### config.mk
export PLATFORM = sky130hd
export DESIGN_NAME = dsru_unit
export DESIGN_NICKNAME = d
export VERILOG_FILES = /design/src/hw/dsru_pkg.sv /design/src/hw/dsru_acc_mem.sv /design/src/hw/dsru_unit.sv
export SDC_FILE = /design/constraint.sdc
export NUM_CORES = 1
export LEC_CHECK = 0
export BUFFER_PORTS_ARGS = -buffer_cell sky130_fd_sc_hd__buf_2
export CAP_MARGIN = 20
export CORE_MARGIN = 1
export CORE_UTILIZATION = 30
export DETAILED_ROUTE_END_ITERATION = 10
export SLEW_MARGIN = 20
export SYNTH_ARGS = -nofsm -noshare
export SYNTH_HDL_FRONTEND = slang
export SYNTH_HIERARCHICAL = 1
export SYNTH_SLANG_ARGS = --single-unit
### constraint.sdc
create_clock -name ref_clk_i -period 5.6 [get_ports ref_clk_i]
set_input_delay 0.56 -clock ref_clk_i [delete_from_list [all_inputs] [get_ports ref_clk_i]]
set_output_delay 0.56 -clock ref_clk_i [all_outputs]
set_load 0.005 [all_outputs]
### src/hw/dsru_pkg.sv
package dsru_pkg;

  // operation codes presented by the pipeline
  typedef enum logic [2:0] {
    DSRU_OP_NONE,
    DSRU_OP_REPLICATE_BYTE_VARIABLE,
    DSRU_OP_ACCUMULATOR_SHIFT_IMMEDIATE,
    DSRU_OP_ACCUMULATOR_SHIFT_VARIABLE,
    DSRU_OP_HALFWORD_PAIR_SHIFT_LEFT,
    DSRU_OP_HALFWORD_PAIR_SHIFT_LEFT_VARIABLE
  } dsru_op_e;

  localparam int unsigned DSRU_WORD_W       = 32;
  localparam int unsigned DSRU_ACC_W        = 64;
  localparam int unsigned DSRU_LANE_W       = 16;
  localparam int unsigned DSRU_BYTE_W       = 8;
  localparam int unsigned DSRU_ACC_AMT_W    = 6;
  localparam int unsigned DSRU_HW_AMT_W     = 4;
  localparam int unsigned DSRU_PAIR_SEL_W   = 2;
  localparam int unsigned DSRU_PAIR_COUNT   = 4;
  localparam int unsigned DSRU_OVF_LANE_BIT = 22;
  localparam logic [15:0] DSRU_LANE_MAX_POS = 16'h7FFF;
  localparam logic [15:0] DSRU_LANE_MAX_NEG = 16'h8000;
  localparam logic [63:0] DSRU_ACC_RESET    = 64'h0000_0000_0000_0000;

endpackage : dsru_pkg

### src/hw/dsru_acc_mem.sv
`timescale 1ns/100ps
`default_nettype none

// accumulator pairs; registered read, one write port
module dsru_acc_mem
  import dsru_pkg::*;
#(
  parameter int unsigned PAIRS = DSRU_PAIR_COUNT
) (
  // clock and reset
  input  wire  logic                       ref_clk_i,
  input  wire  logic                       rst_i,
  // read port
  input  wire  logic [DSRU_PAIR_SEL_W-1:0] rd_sel_i,
  output logic       [DSRU_ACC_W-1:0]      rd_data_o,
  // write port
  input  wire  logic                       wr_en_i,
  input  wire  logic [DSRU_PAIR_SEL_W-1:0] wr_sel_i,
  input  wire  logic [DSRU_ACC_W-1:0]      wr_data_i
);

  logic [DSRU_ACC_W-1:0] acc_q [PAIRS];

  genvar g;
  generate
    for (g = 0; g < PAIRS; g++) begin : g_pair
      always_ff @(posedge ref_clk_i) begin
        if (rst_i) begin
          acc_q[g] <= DSRU_ACC_RESET;
        end else if (wr_en_i && (wr_sel_i == g[DSRU_PAIR_SEL_W-1:0])) begin
          acc_q[g] <= wr_data_i;
        end
      end
    end
  endgenerate

  always_ff @(posedge ref_clk_i) begin
    if (rst_i) begin
      rd_data_o <= DSRU_ACC_RESET;
    end else begin
      rd_data_o <= acc_q[rd_sel_i];
    end
  end

endmodule : dsru_acc_mem

`default_nettype wire

### src/hw/dsru_unit.sv
// Contract
// - replicate-byte copies source low byte into all four destination byte lanes
// - accumulator shift treats upper:bottom words as one 64-bit value
// - shift amount signed 6-bit; negative shifts left, otherwise right
// - accumulator shifts are logical, zero filled, no sign extension
// - pair selector picks one of four pairs; pair 0 is base pair
// - shifted result goes back to the same pair only
// - variable accumulator shift uses low 6 bits of shift operand
// - halfword shift moves each 16-bit lane independently, zero fill
// - immediate halfword shift count is a 4-bit field, 0 to 15
// - saturating lane overflow gives 0x7FFF positive or 0x8000 negative
// - saturation decided and applied per lane independently
// - any lane overflow in halfword shift sets overflow flag bit 22
// - variable halfword shift equals immediate form with register count
// - variable halfword count is low 4 bits of shift operand
// - no data-dependent exception is ever raised
`timescale 1ns/100ps
`default_nettype none

module dsru_unit
  import dsru_pkg::*;
(
  // clock and reset
  input  wire  logic                       ref_clk_i,
  input  wire  logic                       rst_i,
  // decoded request
  input  wire  logic                       valid_i,
  input  wire  dsru_op_e                   op_i,
  input  wire  logic                       saturate_i,
  input  wire  logic [DSRU_ACC_AMT_W-1:0]  shift_amount_i,
  input  wire  logic [DSRU_PAIR_SEL_W-1:0] pair_selector_i,
  input  wire  logic [DSRU_WORD_W-1:0]     source_operand_i,
  input  wire  logic [DSRU_WORD_W-1:0]     shift_operand_i,
  // accumulator load from the pipeline
  input  wire  logic                       acc_load_i,
  input  wire  logic [DSRU_ACC_W-1:0]      acc_load_data_i,
  // register file result
  output logic                             ready_o,
  output logic                             gpr_wr_o,
  output logic       [DSRU_WORD_W-1:0]     gpr_data_o,
  // accumulator visibility and flag
  output logic       [DSRU_ACC_W-1:0]      acc_rd_data_o,
  output logic                             ovf_set_o,
  output logic       [DSRU_WORD_W-1:0]     ovf_flag_mask_o,
  output logic                             exception_o
);

  ////////////////////////////////////////////////////////////////////////////
  typedef enum logic [1:0] {DSRU_IDLE, DSRU_ACC_READ, DSRU_ACC_WRITE} dsru_state_e;

  dsru_state_e                  state_q;
  dsru_state_e                  state_d;
  logic [DSRU_PAIR_SEL_W-1:0]   pair_q;
  logic [DSRU_ACC_AMT_W-1:0]    acc_amt_q;
  logic [DSRU_ACC_W-1:0]        acc_rd;
  logic [DSRU_ACC_W-1:0]        acc_shifted;
  logic                         acc_wr;
  logic [DSRU_WORD_W-1:0]       gpr_data_q;
  logic [DSRU_WORD_W-1:0]       gpr_data_d;
  logic                         gpr_wr_q;
  logic                         ovf_q;

  ////////////////////////////////////////////////////////////////////////////
  // halfword lane shift with overflow detection
  function automatic logic [16:0] lane_shift(input logic [15:0] v, input logic [3:0] n,
                                             input logic sat);
    logic [31:0] wide;
    logic [15:0] res;
    logic        ovf;
    wide = {{16{v[15]}}, v} << n;
    res  = wide[15:0];
    // signed overflow: bits shifted through the sign differ from it
    ovf  = (n != 4'h0) && (wide[31:15] != {17{v[15]}});
    if (sat && ovf) begin
      res = v[15] ? DSRU_LANE_MAX_NEG : DSRU_LANE_MAX_POS;
    end
    return {ovf, res};
  endfunction : lane_shift

  wire       is_hw_imm   = (op_i == DSRU_OP_HALFWORD_PAIR_SHIFT_LEFT);
  wire       is_hw_var   = (op_i == DSRU_OP_HALFWORD_PAIR_SHIFT_LEFT_VARIABLE);
  wire       is_hw       = valid_i && (is_hw_imm || is_hw_var);
  wire       is_rep      = valid_i && (op_i == DSRU_OP_REPLICATE_BYTE_VARIABLE);
  wire       is_acc_imm  = (op_i == DSRU_OP_ACCUMULATOR_SHIFT_IMMEDIATE);
  wire       is_acc_var  = (op_i == DSRU_OP_ACCUMULATOR_SHIFT_VARIABLE);
  wire       is_acc      = valid_i && (is_acc_imm || is_acc_var);
  // immediate count is the 4-bit field; variable takes low 4 operand bits
  wire [3:0] hw_amt      = is_hw_var ? shift_operand_i[DSRU_HW_AMT_W-1:0]
                                     : shift_amount_i[DSRU_HW_AMT_W-1:0];
  // each lane decides its own overflow and saturation
  wire [16:0] lane_lo    = lane_shift(source_operand_i[15:0], hw_amt, saturate_i);
  wire [16:0] lane_hi    = lane_shift(source_operand_i[31:16], hw_amt, saturate_i);
  wire       lane_ovf    = lane_lo[16] | lane_hi[16];
  wire [DSRU_ACC_AMT_W-1:0] acc_amt = is_acc_var ? shift_operand_i[DSRU_ACC_AMT_W-1:0]
                                                 : shift_amount_i;

  always_comb begin
    gpr_data_d = gpr_data_q;
    // requests while busy are refused and must not disturb the held result
    if (ready_o && is_rep) begin
      gpr_data_d = {4{source_operand_i[DSRU_BYTE_W-1:0]}};
    end else if (ready_o && is_hw) begin
      gpr_data_d = {lane_hi[15:0], lane_lo[15:0]};
    end
  end

  ////////////////////////////////////////////////////////////////////////////
  // accumulator: read pair, shift, write back
  wire       acc_left   = acc_amt_q[DSRU_ACC_AMT_W-1];
  wire [5:0] left_mag   = 6'(-acc_amt_q);
  assign acc_shifted = acc_left ? (acc_rd << left_mag)
                                : (acc_rd >> acc_amt_q[4:0]);
  assign acc_wr      = (state_q == DSRU_ACC_WRITE);
  assign ready_o     = (state_q == DSRU_IDLE);

  always_comb begin
    state_d = state_q;
    unique case (state_q)
      DSRU_IDLE:      if (is_acc) state_d = DSRU_ACC_READ;
      DSRU_ACC_READ:  state_d = DSRU_ACC_WRITE;
      DSRU_ACC_WRITE: state_d = DSRU_IDLE;
    endcase
  end

  // load shares the write port; taken only when idle, so never meets a write-back
  wire                       acc_load_now = ready_o && acc_load_i && !is_acc;
  wire                       mem_wr_en    = acc_wr || acc_load_now;
  wire [DSRU_PAIR_SEL_W-1:0] mem_wr_sel   = acc_wr ? pair_q : pair_selector_i;
  wire [DSRU_ACC_W-1:0]      mem_wr_data  = acc_wr ? acc_shifted : acc_load_data_i;

  // upper word sits in bits 63..32 of each stored pair
  dsru_acc_mem #(.PAIRS(DSRU_PAIR_COUNT)) u_acc (
    .ref_clk_i (ref_clk_i),
    .rst_i     (rst_i),
    .rd_sel_i  (pair_q),
    .rd_data_o (acc_rd),
    .wr_en_i   (mem_wr_en),
    .wr_sel_i  (mem_wr_sel),
    .wr_data_i (mem_wr_data)
  );

  always_ff @(posedge ref_clk_i) begin
    if (rst_i) begin
      state_q    <= DSRU_IDLE;
      pair_q     <= '0;
      acc_amt_q  <= '0;
      gpr_data_q <= '0;
      gpr_wr_q   <= 1'b0;
      ovf_q      <= 1'b0;
    end else begin
      state_q    <= state_d;
      gpr_data_q <= gpr_data_d;
      gpr_wr_q   <= ready_o && (is_rep || is_hw);
      ovf_q      <= ready_o && is_hw && lane_ovf;
      if (ready_o && is_acc) begin
        pair_q    <= pair_selector_i;
        acc_amt_q <= acc_amt;
      end else if (acc_load_now) begin
        pair_q    <= pair_selector_i;
      end
    end
  end

  assign gpr_wr_o        = gpr_wr_q;
  assign gpr_data_o      = gpr_data_q;
  assign acc_rd_data_o   = acc_rd;
  assign ovf_set_o       = ovf_q;
  assign ovf_flag_mask_o = ovf_q ? (32'h0000_0001 << DSRU_OVF_LANE_BIT) : 32'h0000_0000;
  assign exception_o     = 1'b0;

  ////////////////////////////////////////////////////////////////////////////
  a_no_exception: assert property (@(posedge ref_clk_i) disable iff (rst_i)
    !exception_o) else $error("exception raised");
  a_rep_bytes: assert property (@(posedge ref_clk_i) disable iff (rst_i)
    (ready_o && is_rep) |=> gpr_data_o == {4{$past(source_operand_i[7:0])}})
    else $error("byte replicate wrong");
  a_hw_var_lanes: assert property (@(posedge ref_clk_i) disable iff (rst_i)
    (ready_o && valid_i && is_hw_var && !saturate_i) |=>
      gpr_data_o[15:0] == 16'($past(source_operand_i[15:0]) << $past(shift_operand_i[3:0])))
    else $error("variable halfword shift wrong");
  a_ovf_zero_cnt: assert property (@(posedge ref_clk_i) disable iff (rst_i)
    (ready_o && is_hw && hw_amt == 4'h0) |=> !ovf_set_o)
    else $error("overflow on zero count");
  a_sat_pos_lane: assert property (@(posedge ref_clk_i) disable iff (rst_i)
    (ready_o && is_hw && saturate_i && lane_lo[16] && !source_operand_i[15]) |=>
      gpr_data_o[15:0] == 16'h7FFF) else $error("positive saturation wrong");
  a_ovf_bit22: assert property (@(posedge ref_clk_i) disable iff (rst_i)
    ovf_set_o |-> ovf_flag_mask_o == 32'h0040_0000) else $error("flag bit wrong");
  a_acc_two_cycle: assert property (@(posedge ref_clk_i) disable iff (rst_i)
    (ready_o && is_acc) |=> !acc_wr ##1 acc_wr ##1 ready_o)
    else $error("accumulator sequence wrong");
  a_acc_right: assert property (@(posedge ref_clk_i) disable iff (rst_i)
    (acc_wr && !acc_amt_q[5] && acc_amt_q != 6'h00) |-> !acc_shifted[63])
    else $error("right shift not zero filled");
  a_acc_left_fill: assert property (@(posedge ref_clk_i) disable iff (rst_i)
    (acc_wr && acc_amt_q[5]) |-> !acc_shifted[0])
    else $error("left shift not zero filled");
  a_acc_imm_amt: assert property (@(posedge ref_clk_i) disable iff (rst_i)
    (ready_o && valid_i && is_acc_imm) |=> acc_amt_q == $past(shift_amount_i))
    else $error("immediate accumulator amount wrong");
  a_acc_var_amt: assert property (@(posedge ref_clk_i) disable iff (rst_i)
    (ready_o && valid_i && is_acc_var) |=> acc_amt_q == $past(shift_operand_i[5:0]))
    else $error("variable accumulator amount wrong");
  a_acc_pair_kept: assert property (@(posedge ref_clk_i) disable iff (rst_i)
    (ready_o && is_acc) |=> pair_q == $past(pair_selector_i) ##1 $stable(pair_q))
    else $error("accumulator pair changed");
  a_load_pair: assert property (@(posedge ref_clk_i) disable iff (rst_i)
    acc_load_now |=> pair_q == $past(pair_selector_i))
    else $error("loaded pair not selected");
  a_gpr_refused: assert property (@(posedge ref_clk_i) disable iff (rst_i)
    !ready_o |=> !gpr_wr_o)
    else $error("register written while busy");
  a_sat_neg_lane: assert property (@(posedge ref_clk_i) disable iff (rst_i)
    (ready_o && is_hw && saturate_i && lane_lo[16] && source_operand_i[15]) |=>
      gpr_data_o[15:0] == 16'h8000) else $error("negative saturation wrong");
  a_hw_imm_count: assert property (@(posedge ref_clk_i) disable iff (rst_i)
    (ready_o && valid_i && is_hw_imm && !saturate_i) |=>
      gpr_data_o[31:16] == 16'($past(source_operand_i[31:16]) << $past(shift_amount_i[3:0])))
    else $error("immediate halfword shift wrong");
  a_lane_indep: assert property (@(posedge ref_clk_i) disable iff (rst_i)
    (ready_o && is_hw && saturate_i && lane_lo[16] && !lane_hi[16]) |=>
      gpr_data_o[31:16] == 16'($past(source_operand_i[31:16]) << $past(hw_amt)))
    else $error("lane saturation leaked");

endmodule : dsru_unit

`default_nettype wire

==> flow_summary.json <==
{
  "ant_nets": 0,
  "grt_pass1_wl_um": 136700,
  "syn_area_um2": 25600,
  "ir_worst_vdd_mv": 0.1692,
  "ys_warn_count": 6,
  "regToRegStartpoint": "acc_amt_q[0]",
  "required_ps": 5940,
  "cts_buffers": 40,
  "drive_gt1_share_pct": 19.53,
  "cts_resized": 0,
  "cp_slowest_cell": "ha_4",
  "cts.sinks": 364,
  "cp.arrival_ps": 4850,
  "start_util_pct": 30.44,
  "drt_wl_total_um": 93600,
  "rsz0062_at_grt": "no",
  "synthesis.instances": 2649,
  "antenna_found_initial": 14,
  "power_w": 0.01011,
  "ioPinCount": 276,
  "fin_skew_ps": 46.38,
  "ys_ff_latch": 364,
  "hpwl_um": 66590,
  "max_freq_mhz": 221.9,
  "io_buffers": 217,
  "place.gp.congestion": 1.073,
  "p_leak_nw": 11.39,
  "cts_buffer_depth": 3,
  "overflow": 0,
  "die_w_um": 294.1,
  "hold_end": "acc_amt_q[5]",
  "path_delay_family": "compound AO/OA/AOI/OAI gates",
  "post_cts_buffers": 0,
  "worst_pin_slew_ps": 1097,
  "rows": 106,
  "clk_latency_ps": 590,
  "maxCapViolCount": 0,
  "cts_tree": "done",
  "reg2reg_to": "u_acc/acc_q[0][49]",
  "rrSetupSlack_ps": 1090,
  "min_period_ps": 4507,
  "fill_cells": 8632,
  "first_global_vias": 20810,
  "syn_area_per_cell_um2": 9.663,
  "drc": 0,
  "cp-start-kind": "flip-flop",
  "clkTransAtPathRegs_ps": 70,
  "powerDensity_nw_per_um2": 347.9,
  "area_growth_pct": 13.49,
  "hold_class": "input port to flip-flop",
  "synth_seq_area_share_pct": 38.48,
  "synth_edf_count": 256,
  "outcome": "completed",
  "layout.nets": 2886,
  "crit_chain": "clkinv_1 -> ha_4 -> buf_4 -> mux4_2 -> nand2_1 -> nand2_1 -> nor2_1 -> a21oi_1 -> a22oi_1 -> o21ai_0 -> a221oi_1 -> nor2_1 -> and2_2",
  "grt_max_degree": 74,
  "critical_path_class": "flip-flop to flip-flop",
  "worstSetupEndpointType": "flip-flop",
  "slew_viol_final": 0,
  "drt_iter0_drc": 2563,
  "fp.dieH_um": 294.1,
  "core_um2": 84090,
  "r2r_cells": 13,
  "htree_num_levels": 2,
  "wl_per_cell_um": 23.95,
  "min_from": "shift_amount_i[5]",
  "max_stage_delay_ps": 710,
  "via_count": 22050,
  "crit_fanout": 45,
  "slew_headroom_pct": 26.87,
  "setup_viol": 0,
  "setup_tns_ps": 0,
  "drtPass1Iterations": 7,
  "crit_path_start": "acc_amt_q[0]",
  "finalCritPeriodShare_pct": 80.49,
  "synth_ff_type": "edfxtp_1",
  "whs_path_depth": 3,
  "viasPerCell": 5.643,
  "dieArea_um2": 86500,
  "cts-root-buf": "clkbuf_16",
  "crit_buf_inv": 2,
  "synth_cell_types": 89,
  "ctsHoldBuffers": 0,
  "async_flop_share_pct": 0,
  "track_usage_pct": 21.02,
  "hold_viol": 0
}
placed cells by master (no fill, tap or decap), drive strengths merged, types with 50 or more instances in the layout:
cell / n
and2: 264
a21oi: 115
nor2: 227
edfxtp: 256
clkbuf: 50
dfxtp: 108
mux2i: 335
nand2: 337
buf: 278
o21ai: 98
o22ai: 91
mux4: 91
routing by layer:
metal	up-vias	wire, um	track usage (%)
met5	-	119	0
met4	18	3373	7.406
met3	193	7797	3.814
met2	1104	45170	35.43
met1	10790	37140	26.79
li1	9948	-	-
synthesized netlist by cell type, drive strengths merged (6+ instances only):
| cell type | number | area share, % |
|---|---|---|
| edfxtp | 256 | 30 |
| a221o | 8 | 0.31 |
| o22ai | 91 | 2.2 |
| buf | 125 | 2.8 |
| dfxtp | 108 | 8.4 |
| nand2 | 337 | 4.9 |
| o21ai | 98 | 2.0 |
| inv | 25 | 0.37 |
| a221oi | 7 | 0.24 |
| and2 | 264 | 6.6 |
| a211oi | 46 | 1.4 |
| o211ai | 37 | 1.1 |
| clkbuf | 137 | 2.1 |
| a22oi | 13 | 0.38 |
| mux2i | 335 | 13 |
| a22o | 6 | 0.21 |
| nand3b | 6 | 0.18 |
| nand3 | 21 | 0.41 |
| a311oi | 9 | 0.31 |
| a31oi | 20 | 0.49 |
| a21oi | 115 | 2.3 |
| o21a | 35 | 1.0 |
| mux2 | 31 | 1.4 |
| nor2 | 227 | 3.3 |
| xnor2 | 6 | 0.21 |
| nand2b | 6 | 0.15 |
| and3 | 11 | 0.27 |
| a21boi | 7 | 0.21 |
| mux4 | 91 | 8.0 |
| nor2b | 10 | 0.24 |
| o221ai | 36 | 1.2 |
| nor3 | 27 | 0.53 |
cell type report:
| type | instances | area (um^2) | share of cell area, % |
|---|---|---|---|
| Multi-Input combinational cell | 2026 | 14630 | 50.36 |
| Sequential cell | 364 | 9863 | 33.95 |
| Timing Repair Buffer | 278 | 1548 | 5.328 |
| Tap cell | 1134 | 1419 | 4.884 |
| Clock buffer | 50 | 1090 | 3.751 |
| Clock inverter | 24 | 386.6 | 1.331 |
| Inverter | 28 | 105.1 | 0.3618 |
| Antenna cell | 4 | 10.01 | 0.03445 |
cells by family (layout without fill, tap and decap cells):
| kind of cell | after synthesis | after routing | synth area share (%) |
|---|---|---|---|
| other | 1 | 36 | 0.01465 |
| AND/OR/NAND/NOR | 936 | 936 | 17.68 |
| multiplexers | 457 | 457 | 22.47 |
| buffers and inverters | 290 | 380 | 5.357 |
| flip-flops | 364 | 364 | 38.48 |
| XOR/XNOR | 8 | 8 | 0.2737 |
| AO/OA/AOI/OAI | 589 | 589 | 15.53 |
| adder cells (fa/ha/maj) | 4 | 4 | 0.1955 |
through the flow:
stage	area [um^2]	hold WS [ps]	cells	util (%)	setup WS, ps
after floorplan	25710	456.9	2680	-	1354
after detailed placement	27550	458.5	3829	32.77	1028
after global placement	27550	463.3	3829	32.77	1024
after CTS	29030	240.6	3903	34.52	1228
after global routing	29050	272.8	3906	34.54	953.9
final	29050	259.8	3908	34.55	1093
worst reg2reg max path, stage by stage, from the launching register on:
cell and delay (ps):
dfxtp_4 530, clkinv_1 200, ha_4 710, buf_4 470, mux4_2 390, nand2_1 80, nand2_1 120, nor2_1 130
a21oi_1 100, a22oi_1 490, o21ai_0 220, a221oi_1 520, nor2_1 140, and2_2 190
report_power, final:
group          internal (W)  switching, W
Combinational       0.00129       0.00239
Sequential          0.00322      0.000261
Clock               0.00181       0.00114
Total               0.00632       0.00379
worst max path at each step:
stage                               endpoint  slack, ps  cells after the start
final                     u_acc/acc_q[0][49]       1090                     13
after CTS                 u_acc/acc_q[0][52]       1230                     11
after floorplan           u_acc/acc_q[0][44]       1350                     19
after detailed placement      gpr_data_o[19]       1030                     11
after global placement        gpr_data_o[27]       1020                     11
after global routing      u_acc/acc_q[0][49]        950                     13
registers in the layout, indices dropped and copies added, names as in the netlist:
register and cells:
state_q 2, u_acc/rd_data_o 64, acc_amt_q 6, gpr_wr_o 1, gpr_data_o 32, pair_q 2
ovf_set_o 1, u_acc/acc_q 256
Power figures use the tool's default switching activity.
